`src/hce_regs.vh`:
```
`ifndef HCE_REGS_VH
`define HCE_REGS_VH

// parameter store word addresses
`define HCE_WORD_KEY0 4'h0
`define HCE_WORD_KEY1 4'h1
`define HCE_WORD_KEY2 4'h2
`define HCE_WORD_KEY3 4'h3
`define HCE_WORD_HOP_COUNTER 4'h4
`define HCE_WORD_UNUSED 4'h5
`define HCE_WORD_SERIAL_LOW 4'h6
`define HCE_WORD_SERIAL_HIGH 4'h7
`define HCE_WORD_SEED_LOW 4'h8
`define HCE_WORD_SEED_HIGH 4'h9
`define HCE_WORD_CHECK_VALUE 4'ha
`define HCE_WORD_OPTION 4'hb
`define HCE_WORD_COUNT 4'hc
`define HCE_WORD_LAST 4'hb
`define HCE_UNUSED_WORD_VALUE 16'h0000

// option word fields
`define HCE_OPT_TRIM_LSB 0
`define HCE_OPT_TRIM_MSB 3
`define HCE_OPT_LOW_BATT_TRIP_SELECT 4
`define HCE_OPT_BIT_RATE_SELECT 5
`define HCE_OPT_MIN_FOUR_FRAMES 6
`define HCE_OPT_LEAD_PULSE_ENABLE 7
`define HCE_OPT_FUNC_BIT3_FORCE 8
`define HCE_OPT_LONG_SERIAL_ENABLE 9
`define HCE_CHECK_VALUE_MSB 11

// cipher
`define HCE_CIPHER_ROUNDS 10'd528
// nonlinear table value is arbitrary
`define HCE_NLF_TABLE 32'h5a3c96e1

// timing
`define HCE_MCLK_PERIOD_NS 20
`define HCE_DEBOUNCE_NS 4500000
`define HCE_DEBOUNCE_CYC ((`HCE_DEBOUNCE_NS + `HCE_MCLK_PERIOD_NS - 1) / `HCE_MCLK_PERIOD_NS)
`define HCE_TE_SLOW_NS 400000
`define HCE_TE_SLOW_CYC (`HCE_TE_SLOW_NS / `HCE_MCLK_PERIOD_NS)
`define HCE_TE_FAST_NS 200000
`define HCE_TE_FAST_CYC (`HCE_TE_FAST_NS / `HCE_MCLK_PERIOD_NS)
`define HCE_TIMEOUT_NS 1000000000
`define HCE_TIMEOUT_CYC (`HCE_TIMEOUT_NS / `HCE_MCLK_PERIOD_NS)
`define HCE_GUARD_CELLS 32'd10
`define HCE_MIN_FRAMES 3'd4
`define HCE_CODE_BITS 7'd66

`endif

```
`src/hce_cipher.v`:
```
`timescale 1ns/1ps
`default_nettype none
`include "hce_regs.vh"

module hce_cipher (
    input wire i_mclk,
    input wire i_srst,
    input wire i_ce,
    input wire i_start,
    input wire [31:0] i_block,
    input wire [63:0] i_key,
    output reg [31:0] o_block,
    output reg o_done
);
    localparam [31:0] NLF = `HCE_NLF_TABLE;
    reg [31:0] blk_reg;
    reg [63:0] key_reg;
    reg [9:0] round_reg;
    reg busy_reg;
    wire [4:0] nlf_sel = {blk_reg[31], blk_reg[26], blk_reg[20], blk_reg[9], blk_reg[1]};
    wire fb = blk_reg[0] ^ blk_reg[16] ^ NLF[nlf_sel] ^ key_reg[0];

    // one round per clock: small area traded for a long encrypt time
    always @(posedge i_mclk) begin
        if (i_srst) begin
            blk_reg <= 32'h0;
            key_reg <= 64'h0;
            round_reg <= 10'h0;
            busy_reg <= 1'b0;
            o_block <= 32'h0;
            o_done <= 1'b0;
        end else if (i_ce) begin
            o_done <= 1'b0;
            if (i_start) begin
                blk_reg <= i_block;
                key_reg <= i_key;
                round_reg <= 10'h0;
                busy_reg <= 1'b1;
            end else if (busy_reg) begin
                blk_reg <= {fb, blk_reg[31:1]};
                key_reg <= {key_reg[0], key_reg[63:1]};
                round_reg <= round_reg + 10'h1;
                if (round_reg == `HCE_CIPHER_ROUNDS - 10'h1) begin
                    busy_reg <= 1'b0;
                    o_done <= 1'b1;
                    o_block <= {fb, blk_reg[31:1]};
                end
            end
        end
    end
endmodule // hce_cipher

`default_nettype wire

```
`src/hce_encoder.v`:
```
`timescale 1ns/1ps
`default_nettype none
`include "hce_regs.vh"

module hce_encoder #(
    parameter [31:0] DEBOUNCE_CYC = `HCE_DEBOUNCE_CYC,
    parameter [31:0] TE_SLOW_CYC = `HCE_TE_SLOW_CYC,
    parameter [31:0] TE_FAST_CYC = `HCE_TE_FAST_CYC,
    parameter [31:0] TIMEOUT_CYC = `HCE_TIMEOUT_CYC
) (
    input wire i_mclk,
    input wire i_srst,
    input wire i_ce,
    input wire i_button_in_a,
    input wire i_button_in_b,
    input wire i_button_in_c_prog_clock,
    input wire i_prog_mode,
    input wire i_data_in,
    input wire i_low_batt,
    output reg o_data_out,
    output reg o_data_oe_n,
    output reg o_tx_active
);
    localparam [2:0] ST_IDLE = 3'h0;
    localparam [2:0] ST_DEBOUNCE = 3'h1;
    localparam [2:0] ST_SAMPLE = 3'h2;
    localparam [2:0] ST_ENCRYPT = 3'h3;
    localparam [2:0] ST_LOAD = 3'h4;
    localparam [2:0] ST_SEND = 3'h5;
    localparam [2:0] ST_GUARD = 3'h6;
    localparam [2:0] ST_PROG = 3'h7;

    // function code: buttons a..c on bits 0..2, bit 3 forced or mirrors c
    function [3:0] func_code;
        input [2:0] btn;
        input force3;
        begin
            func_code = {force3 | btn[2], btn};
        end
    endfunction

    // the seed goes out only when every button is down
    function is_seed;
        input [2:0] btn;
        begin
            is_seed = &btn;
        end
    endfunction

    // pins are asynchronous to i_mclk
    wire [5:0] pin_raw = {i_low_batt, i_data_in, i_prog_mode, i_button_in_c_prog_clock,
        i_button_in_b, i_button_in_a};
    reg [5:0] sync1_reg;
    reg [5:0] sync2_reg;

    always @(posedge i_mclk) begin
        if (i_srst) begin
            sync1_reg <= 6'h0;
            sync2_reg <= 6'h0;
        end else if (i_ce) begin
            sync1_reg <= pin_raw;
            sync2_reg <= sync1_reg;
        end
    end

    wire [2:0] btn = sync2_reg[2:0];
    wire prog_mode = sync2_reg[3];
    wire prog_din = sync2_reg[4];
    wire low_batt = sync2_reg[5];

    // non-volatile parameter store, no reset on purpose
    reg [15:0] store_mem [0:11];

    wire [63:0] cipher_key = {store_mem[`HCE_WORD_KEY3], store_mem[`HCE_WORD_KEY2],
        store_mem[`HCE_WORD_KEY1], store_mem[`HCE_WORD_KEY0]};
    wire [15:0] opt = store_mem[`HCE_WORD_OPTION];
    wire [31:0] serial = {store_mem[`HCE_WORD_SERIAL_HIGH], store_mem[`HCE_WORD_SERIAL_LOW]};
    wire [31:0] seed = {store_mem[`HCE_WORD_SEED_HIGH], store_mem[`HCE_WORD_SEED_LOW]};
    wire [11:0] check = store_mem[`HCE_WORD_CHECK_VALUE][`HCE_CHECK_VALUE_MSB:0];
    wire [15:0] next_count = store_mem[`HCE_WORD_HOP_COUNTER] + 16'h1;

    wire bit_rate_select = opt[`HCE_OPT_BIT_RATE_SELECT];
    wire min_four_frames = opt[`HCE_OPT_MIN_FOUR_FRAMES];
    wire lead_pulse_enable = opt[`HCE_OPT_LEAD_PULSE_ENABLE];
    wire func_bit3_force = opt[`HCE_OPT_FUNC_BIT3_FORCE];
    wire long_serial_enable = opt[`HCE_OPT_LONG_SERIAL_ENABLE];
    wire [31:0] te_cyc = bit_rate_select ? TE_FAST_CYC : TE_SLOW_CYC;

    reg [2:0] state_reg;
    reg [31:0] cnt_reg;
    reg [31:0] tmo_reg;
    reg [6:0] bit_left_reg;
    reg [66:0] shift_reg;
    reg [2:0] btn_latch_reg;
    reg [3:0] func_reg;
    reg low_batt_reg;
    reg [31:0] hop_reg;
    reg [31:0] plain_reg;
    reg cph_start_reg;
    reg [2:0] frames_reg;
    reg seed_reg;
    reg c_prev_reg;
    reg [15:0] prog_shift_reg;
    reg [3:0] prog_bit_reg;
    reg [3:0] prog_addr_reg;
    reg verify_reg;
    reg shutoff_reg;

    wire [31:0] cph_out;
    wire cph_done;

    hce_cipher u_cipher (
        .i_mclk(i_mclk),
        .i_srst(i_srst),
        .i_ce(i_ce),
        .i_start(cph_start_reg),
        .i_block(plain_reg),
        .i_key(cipher_key),
        .o_block(cph_out),
        .o_done(cph_done)
    );

    wire new_press = |(btn & ~btn_latch_reg);
    wire timed_out = (tmo_reg >= TIMEOUT_CYC);
    wire cell_end = (cnt_reg >= te_cyc - 32'h1);
    wire prog_rise = btn[2] & ~c_prev_reg;
    wire [15:0] prog_word = {prog_din, prog_shift_reg[15:1]};
    wire prog_word_done = prog_rise & ~verify_reg & (prog_bit_reg == 4'hf);

    // fixed part: status, then serial with or without function code on top
    wire [31:0] fixed_part = long_serial_enable ? serial : {func_reg, serial[27:0]};
    wire [65:0] code_word = {1'b0, low_batt_reg, fixed_part, hop_reg};
    wire lead_first = lead_pulse_enable & (frames_reg == 3'h0);
    wire more_frames = min_four_frames & (frames_reg < `HCE_MIN_FRAMES);

    // single write port: programmer words or the counter write-back
    // held off during reset so a reset in the sample cycle never bumps the counter
    wire mem_we = i_ce & ~i_srst & ((state_reg == ST_SAMPLE) | ((state_reg == ST_PROG) & prog_word_done));
    wire [3:0] mem_addr = (state_reg == ST_SAMPLE) ? `HCE_WORD_HOP_COUNTER : prog_addr_reg;
    wire [15:0] mem_wdata = (state_reg == ST_SAMPLE) ? next_count :
        (prog_addr_reg == `HCE_WORD_UNUSED) ? `HCE_UNUSED_WORD_VALUE : prog_word;

    always @(posedge i_mclk) begin
        if (mem_we) begin
            store_mem[mem_addr] <= mem_wdata;
        end
    end

    always @(posedge i_mclk) begin
        if (i_srst) begin
            state_reg <= ST_IDLE;
            cnt_reg <= 32'h0;
            tmo_reg <= 32'h0;
            bit_left_reg <= 7'h0;
            shift_reg <= 67'h0;
            btn_latch_reg <= 3'h0;
            func_reg <= 4'h0;
            low_batt_reg <= 1'b0;
            hop_reg <= 32'h0;
            plain_reg <= 32'h0;
            cph_start_reg <= 1'b0;
            frames_reg <= 3'h0;
            seed_reg <= 1'b0;
            c_prev_reg <= 1'b0;
            prog_shift_reg <= 16'h0;
            prog_bit_reg <= 4'h0;
            prog_addr_reg <= 4'h0;
            verify_reg <= 1'b0;
            o_data_out <= 1'b0;
            o_data_oe_n <= 1'b0;
            o_tx_active <= 1'b0;
            shutoff_reg <= 1'b0;
        end else if (i_ce) begin
            cph_start_reg <= 1'b0;
            c_prev_reg <= btn[2];
            if (state_reg != ST_IDLE && state_reg != ST_PROG && !timed_out) begin
                tmo_reg <= tmo_reg + 32'h1;
            end
            case (state_reg)
                ST_IDLE: begin
                    o_tx_active <= 1'b0;
                    o_data_out <= 1'b0;
                    o_data_oe_n <= 1'b0;
                    cnt_reg <= 32'h0;
                    tmo_reg <= 32'h0;
                    frames_reg <= 3'h0;
                    if (prog_mode) begin
                        state_reg <= ST_PROG;
                        prog_bit_reg <= 4'h0;
                        prog_addr_reg <= 4'h0;
                        verify_reg <= 1'b0;
                        o_data_oe_n <= 1'b1;
                    end else if (|btn & ~shutoff_reg) begin
                        state_reg <= ST_DEBOUNCE;
                        o_tx_active <= 1'b1;
                    end
                    // a stuck button stays shut off until every button lets go
                    if (~|btn) begin
                        shutoff_reg <= 1'b0;
                    end
                end
                ST_DEBOUNCE: begin
                    // a bounce that lets go early is treated as no press
                    if (~|btn) begin
                        state_reg <= ST_IDLE;
                    end else if (cnt_reg >= DEBOUNCE_CYC - 32'h1) begin
                        state_reg <= ST_SAMPLE;
                    end else begin
                        cnt_reg <= cnt_reg + 32'h1;
                    end
                end
                ST_SAMPLE: begin
                    btn_latch_reg <= btn;
                    func_reg <= func_code(btn, func_bit3_force);
                    low_batt_reg <= low_batt;
                    seed_reg <= is_seed(btn);
                    frames_reg <= 3'h0;
                    plain_reg <= {func_code(btn, func_bit3_force), check, next_count};
                    if (is_seed(btn)) begin
                        hop_reg <= seed;
                        state_reg <= ST_LOAD;
                    end else begin
                        cph_start_reg <= 1'b1;
                        state_reg <= ST_ENCRYPT;
                    end
                end
                ST_ENCRYPT: begin
                    if (cph_done) begin
                        hop_reg <= cph_out;
                        state_reg <= ST_LOAD;
                    end
                end
                ST_LOAD: begin
                    cnt_reg <= 32'h0;
                    // optional one-cell start pulse ahead of the first word only
                    if (lead_first) begin
                        shift_reg <= {code_word, 1'b1};
                        bit_left_reg <= `HCE_CODE_BITS + 7'h1;
                    end else begin
                        shift_reg <= {1'b0, code_word};
                        bit_left_reg <= `HCE_CODE_BITS;
                    end
                    state_reg <= ST_SEND;
                end
                ST_SEND: begin
                    // at the fast rate every second word up to the seventh is blanked, then every word from the eighth on, to cut duty cycle
                    o_data_out <= shift_reg[0] & ~(bit_rate_select & frames_reg[0]);
                    if (new_press) begin
                        state_reg <= ST_SAMPLE;
                        o_data_out <= 1'b0;
                    end else if (cell_end) begin
                        cnt_reg <= 32'h0;
                        shift_reg <= {1'b0, shift_reg[66:1]};
                        bit_left_reg <= bit_left_reg - 7'h1;
                        if (bit_left_reg == 7'h1) begin
                            state_reg <= ST_GUARD;
                            if (frames_reg != 3'h7) begin
                                frames_reg <= frames_reg + 3'h1;
                            end
                        end
                    end else begin
                        cnt_reg <= cnt_reg + 32'h1;
                    end
                end
                ST_GUARD: begin
                    o_data_out <= 1'b0;
                    if (new_press) begin
                        state_reg <= ST_SAMPLE;
                    end else if (cnt_reg >= te_cyc * `HCE_GUARD_CELLS - 32'h1) begin
                        cnt_reg <= 32'h0;
                        if (((|btn) | more_frames) & ~timed_out) begin
                            state_reg <= ST_LOAD;
                        end else begin
                            state_reg <= ST_IDLE;
                            btn_latch_reg <= 3'h0;
                            shutoff_reg <= timed_out;
                        end
                    end else begin
                        cnt_reg <= cnt_reg + 32'h1;
                    end
                end
                ST_PROG: begin
                    if (!prog_mode) begin
                        state_reg <= ST_IDLE;
                        o_data_oe_n <= 1'b0;
                        o_data_out <= 1'b0;
                    end else if (prog_rise && !verify_reg) begin
                        // programmer drives data, sampled on clock rise
                        o_data_oe_n <= 1'b1;
                        prog_shift_reg <= prog_word;
                        prog_bit_reg <= prog_bit_reg + 4'h1;
                        if (prog_bit_reg == 4'hf) begin
                            prog_addr_reg <= prog_addr_reg + 4'h1;
                            if (prog_addr_reg == `HCE_WORD_LAST) begin
                                prog_addr_reg <= 4'h0;
                                verify_reg <= 1'b1;
                            end
                        end
                    end else if (prog_rise && verify_reg) begin
                        // read-back phase: encoder drives the stored words out
                        o_data_oe_n <= 1'b0;
                        o_data_out <= store_mem[prog_addr_reg][prog_bit_reg];
                        prog_bit_reg <= prog_bit_reg + 4'h1;
                        if (prog_bit_reg == 4'hf) begin
                            if (prog_addr_reg == `HCE_WORD_LAST) begin
                                prog_addr_reg <= 4'h0;
                            end else begin
                                prog_addr_reg <= prog_addr_reg + 4'h1;
                            end
                        end
                    end
                end
                default: begin
                    state_reg <= ST_IDLE;
                end
            endcase
        end
    end
endmodule // hce_encoder

`default_nettype wire

```
`config.mk`:
```
export PLATFORM = sky130hd
export DESIGN_NAME = hce_encoder
export DESIGN_NICKNAME = d
export VERILOG_FILES = /design/src/hce_cipher.v /design/src/hce_encoder.v
export VERILOG_INCLUDE_DIRS = /design/src
export SDC_FILE = /design/constraint.sdc
export NUM_CORES = 1
export LEC_CHECK = 0
export BUFFER_PORTS_ARGS = -buffer_cell sky130_fd_sc_hd__buf_2
export CAP_MARGIN = 0
export CORE_MARGIN = 2
export CORE_UTILIZATION = 25
export DETAILED_ROUTE_END_ITERATION = 6
export HOLD_SLACK_MARGIN = 0.03
export SETUP_SLACK_MARGIN = 0.1
export SLEW_MARGIN = 0
export SYNTH_ARGS = -nofsm -noshare
export SYNTH_HDL_FRONTEND = slang
export SYNTH_SLANG_ARGS = --single-unit
```
`constraint.sdc`:
```
create_clock -name i_mclk -period 3.57 [get_ports i_mclk]
set_clock_uncertainty 0.1 [all_clocks]
set_input_delay 0.8925 -clock i_mclk [delete_from_list [all_inputs] [get_ports i_mclk]]
set_output_delay 0.8925 -clock i_mclk [all_outputs]
set_load 0.02 [all_outputs]
```
* Yosys cells after proc, flatten, opt, wreduce, memory -nomap -nowiden
Memories as Yosys holds them, arrays and structs flattened. A register that Yosys moved wholly into a read port is not among the register bits.
Cells that the tools add are included.
** Storage, ports and cells
- Bits in writable memories :: 192
- Output and inout bits :: 3
- Flip-flop bits (word level) :: 399
- Memory bits (read-only) :: 32
- Memories :: 2
- Logic and storage cells :: 264
** Cells by class
- $add $sub $neg :: 10
- Magnitude comparators :: 7
- Bitwise gates (word level) :: 27
- Muxes and demuxes :: 105
- Reductions and logical operators :: 42
- $mul :: 1
- Equal/unequal tests :: 41
** Memories
- store_mem :: depth 12, bits a word 16, rd ports 12, clocked after memory_dff 2, wr ports 1, RTL line hce_encoder.v:72 : reg [15:0] store_mem [0:11];
- (name not given) :: depth 32, bits a word 1, rd ports 1, clocked after memory_dff 1, wr ports 0, RTL line hce_cipher.v:21 : wire fb = blk_reg[0] ^ blk_reg[16] ^ NLF[nlf_sel] ^ key_reg[0];
** Operators by type and width (count)
- $mux 32 :: 13
- $mux 67 :: 2
- $pmux 67 s2 :: 1
- $mux 64 :: 2
- $pmux 32 s4 :: 1
- $mux 66 :: 1
- $add 32x1->32 const B :: 2
- $ge 32x32->1 :: 2
- $pmux 32 s2 :: 1
- $mux 3 :: 20
- $mux 4 :: 12
- $ge 32x18->1 const B :: 1
- $ge 32x26->1 const B :: 1
- $mux 1 :: 32
- $mux 16 :: 2
- $ne 2x2->1 const B :: 13
- $ne 3x3->1 const B :: 8
- $pmux 3 s8 :: 1
- $mux 10 :: 2
- $reduce_and 4->1 :: 5
- $sub 19x1->20 const B :: 1
- $mul 15x3->18 const B :: 1
- $reduce_and 6->1 :: 3
- $add 16x1->16 const B :: 1
- other kinds (47) :: 105

* Depth between registers and ports, before layout
- Word-level depth :: 9
- Gate-level depth with buffers :: 11
- Mapped depth without buffers :: 10

* By module
Synthesis repeated with hierarchy kept, for this count alone.
** Second synthesis, totals
- Cell total of the unflattened synthesis :: 2739
- Area, all modules :: 28626.2 µm²
** Modules (own cells, without submodules)
- hce_encoder :: area each 22669.2 µm², cells each 2090, sequential area each 12832.3 µm², instances 1
- hce_cipher :: area each 5957.0 µm², cells each 649, sequential area each 2822.7 µm², instances 1

* Worst setup path before layout
No wires, ideal clock.
- Path kind :: in2reg
- Start point :: input port i_ce
- End point :: memory store_mem[8][0], enable pin
- Setup slack :: 119 ps
- Buffers on the path :: 2
- Required time :: 3061 ps
- Cell stages on the path :: 4
- Arrival time :: 2942 ps
- Setup time :: 409 ps
- Cell sequence :: buf_1 > clkbuf_1 > nand3_1 > nor3_1
** On the way
- Cells in the longest elaborated chain, start to end :: 4
** Ends and longest elaborated chain
- start: declaration :: RTL line hce_encoder.v:13 : input wire i_ce,
- $and 1x1->1 (2 in series) :: RTL line hce_encoder.v:138 : wire mem_we = i_ce & ~i_srst & ((state_reg == ST_SAMPLE) | ((state_reg == ST_PROG) & prog_word_done));
- $mux 1 :: RTL line hce_encoder.v:144 : if (mem_we) begin
- $mux 1 (implied by the code) :: RTL line hce_encoder.v:145 : store_mem[mem_addr] <= mem_wdata;
- end: declaration :: RTL line hce_encoder.v:72
Every way passes these cells.

==> run summary <==
Post-route DRC violation count: 0
Outcome: finished, final reports clean
Hold Slack: 0.348 ns
TritonCTS buffer count: 72
EDFF count, synth: 256
Port Buffers: 11
Vias: 20,601
Area of the core: 112,000 µm²
Initial DRC count: 1,737
Vias per std cell: 4.84
First-pass GRT wire length: 119,000 µm
Dominant synthesized flop cell: dfxtp_1
Avg WL per Cell: 18.2 µm
Commonest cells after routing, fill and taps aside: nand2_1, dfxtp_1, nor2_1
Sequential Power Share: 0.479
WL final: 77,400 µm
Clock Pin Slew Worst Setup and Hold Paths: 0.06 ns
Clock Power Share: 0.478
Post-synthesis async set-or-reset flop share: 0
GPL Wtd Cong: 0.905
Depth of the CTS H-tree: 3
Share of layout cells above drive strength 1: 0.121
Clock buffer depth: 3
Top layer in use: met5
Root Buffer: clkbuf_16
Pleak: 10.4 nW
Final non-filler cell total: 4,259
Ant. Diodes: 0
Crit path largest cell delay: 0.64 ns
Number of synthesis warnings: 0
P per Cell Area: 500 nW/µm²
Cell Rows: 123
Min-delay worst type: reg -> reg
Final antenna-violating net count: 0
Simple-Gate Fraction of Synth Area: 0.159
GRT Resource Usage Total: 0.130
Compound-Gate Fraction of Synth Area: 0.123
Io pins: 12
Combinational cell fraction of total power: 0.043
Seq/Total Area, Yosys: 0.553
CP Max Fanout: 35
Layout area overhead: 16.3%
Period utilisation layout: 0.927
Clock insertion delay at the later pin of the skew report: 0.62 ns
Number of global-route vias before repair: 19,422
Routed met1 length: 35,300 µm
Slew HR: 0.196
Mapped Nets: 2,740
Final hold violation count: 0
Syn avg cell area: 10.5 µm²
Nets: 2,734
Dpl cells: 4,125
CP max stage cell: edfxtp_1
Finished Core Util: 0.293
Worst Path Arrival: 3.66 ns
Clk sinks: 654
Final worst slack: 0.262 ns
WL met3: 4280 µm
CTS tree: yes
Mapped Cells: 2,706
Largest family of logic cells by synthesized area: simple AND/OR/NAND/NOR gates
Setup_tns: 0 ns
Worst setup EP type: flop
Final slew viol count: 0
Post-placement setup slack: 0.116 ns
Period minus WS final: 3.31 ns
Commonest non-fill, non-tap cell in the layout: nand2_1
MaxCap Viol Count: 0
Largest net degree at the start of global routing: 159
Startpoint types: flop
Mux contribution to synthesized area: 0.100
Die extent in y: 340 µm
Worst Path Required: 3.92 ns
Max reg flops: 256
Initial Util: 0.252
Power Internal: 12.8 mW
Final setup viols: 0
Die width: 340 µm
Synth cell types: 69
RSZ-0062 raised after global routing: false
Router iterations before antenna repair: 5
Max IR drop VDD: 0.000375 V
Die Area: 116,000 µm²
Sw Ratio: 0.222
Post-DP HPWL: 51,700 µm
Initial antenna violation count: 2
Sw Pwr: 3.66 mW
CP Cell Sequence: inv_1 -> ha_1 -> a21o_1 -> a211oi_1 -> nand3b_1 -> and3_4 -> buf_12 -> a311o_1 -> a21oi_1
Fmax: 0.302 GHz
Xor and xnor area share after synthesis: 0.0232
Area share of fa/ha/maj cells after synthesis: 0.0111
Synthesis-stage register bit count: 654
Actual slew at the worst max-slew pin: 1.20 ns
Met2 WL post-DR: 35,200 µm
Grt ovf: 0
Worst Path Class, Setup: reg -> reg
Mapped cell area: 28,300 µm²
-- timing repair --
action,CTS,global route
setup endpoints to repair,1,31
hold buffers,0,0
buffers inserted,0,0
pin swaps,0,0
gates cloned,0,1
resized for setup,1,1
-- metal layers --
layer,GRT usage,vias to the layer above
li1,-,9823
met3,0.0201,132
met5,0,-
met4,0.0473,4
met2,0.204,569
met1,0.181,10073
-- metrics by stage --
step	power (mW)	instance area, µm²
after detailed placement	8.74	30400
after global placement	8.74	30400
final	16.5	32900
after floorplan	8.49	28300
after global routing	17.0	32900
after CTS	16.6	32900
-- layout make-up --
cell class,count,area [µm²]
Fill cell,11586,79400
Multi-Input combinational cell,1841,11900
Clock inverter,32,423
Sequential cell,654,15700
Clock buffer,101,2100
Inverter,22,82.6
Tap cell,1500,1880
Timing Repair Buffer,109,901
-- logic make-up after synthesis --
| group | Yosys count |
|---|---|
| buffers and inverters | 212 |
| adders and majority gates | 25 |
| muxes | 198 |
| and+or+nand+nor | 1046 |
| DFF | 654 |
| AOI/OAI and AO/OA | 496 |
| xor gates and xnor gates | 75 |
-- final timing paths --
check        depth (start not counted)  slack [ns]             to              from
max                                  9        0.26  shift_reg[13]  store_mem[11][5]
min                                  1        0.35    tmo_reg[27]       tmo_reg[27]
max reg2reg                          9        0.26  shift_reg[13]  store_mem[11][5]
min reg2reg                          1        0.35    tmo_reg[27]       tmo_reg[27]
-- power by group through the flow --
stage                     combinational, mW  clock (mW)  sequential (mW)
final                                 0.705        7.86             7.89
after global routing                  0.769        8.29             7.90
after CTS                             0.690        8.02             7.89
after detailed placement              0.688           0             8.06
after global placement                0.685           0             8.05
after floorplan                       0.465           0             8.03
-- Yosys cell counts, types with 41 or more instances --
| cell type | number | area (µm²) |
|---|---|---|
| a21oi_1 | 159 | 796 |
| nand3_1 | 52 | 260 |
| xnor2_1 | 41 | 359 |
| mux2i_1 | 130 | 1300 |
| o21ai_0 | 46 | 230 |
| nor2_1 | 349 | 1310 |
| nand2_1 | 466 | 1750 |
| edfxtp_1 | 256 | 7690 |
| a211oi_1 | 124 | 931 |
| clkbuf_1 | 147 | 552 |
| a311o_1 | 61 | 611 |
| mux4_2 | 68 | 1530 |
| dfxtp_1 | 398 | 7970 |
-- critical path, delay by kind of cell (launching register included) --
family                     cells  cell delay (ns)
adders and majority gates      1             0.36
DFF                            1             0.64
and+or+nand+nor                2             0.73
buffers and inverters          2             0.47
AOI/OAI and AO/OA              4             0.79
Note: power is estimated with default switching activity, not from simulation.
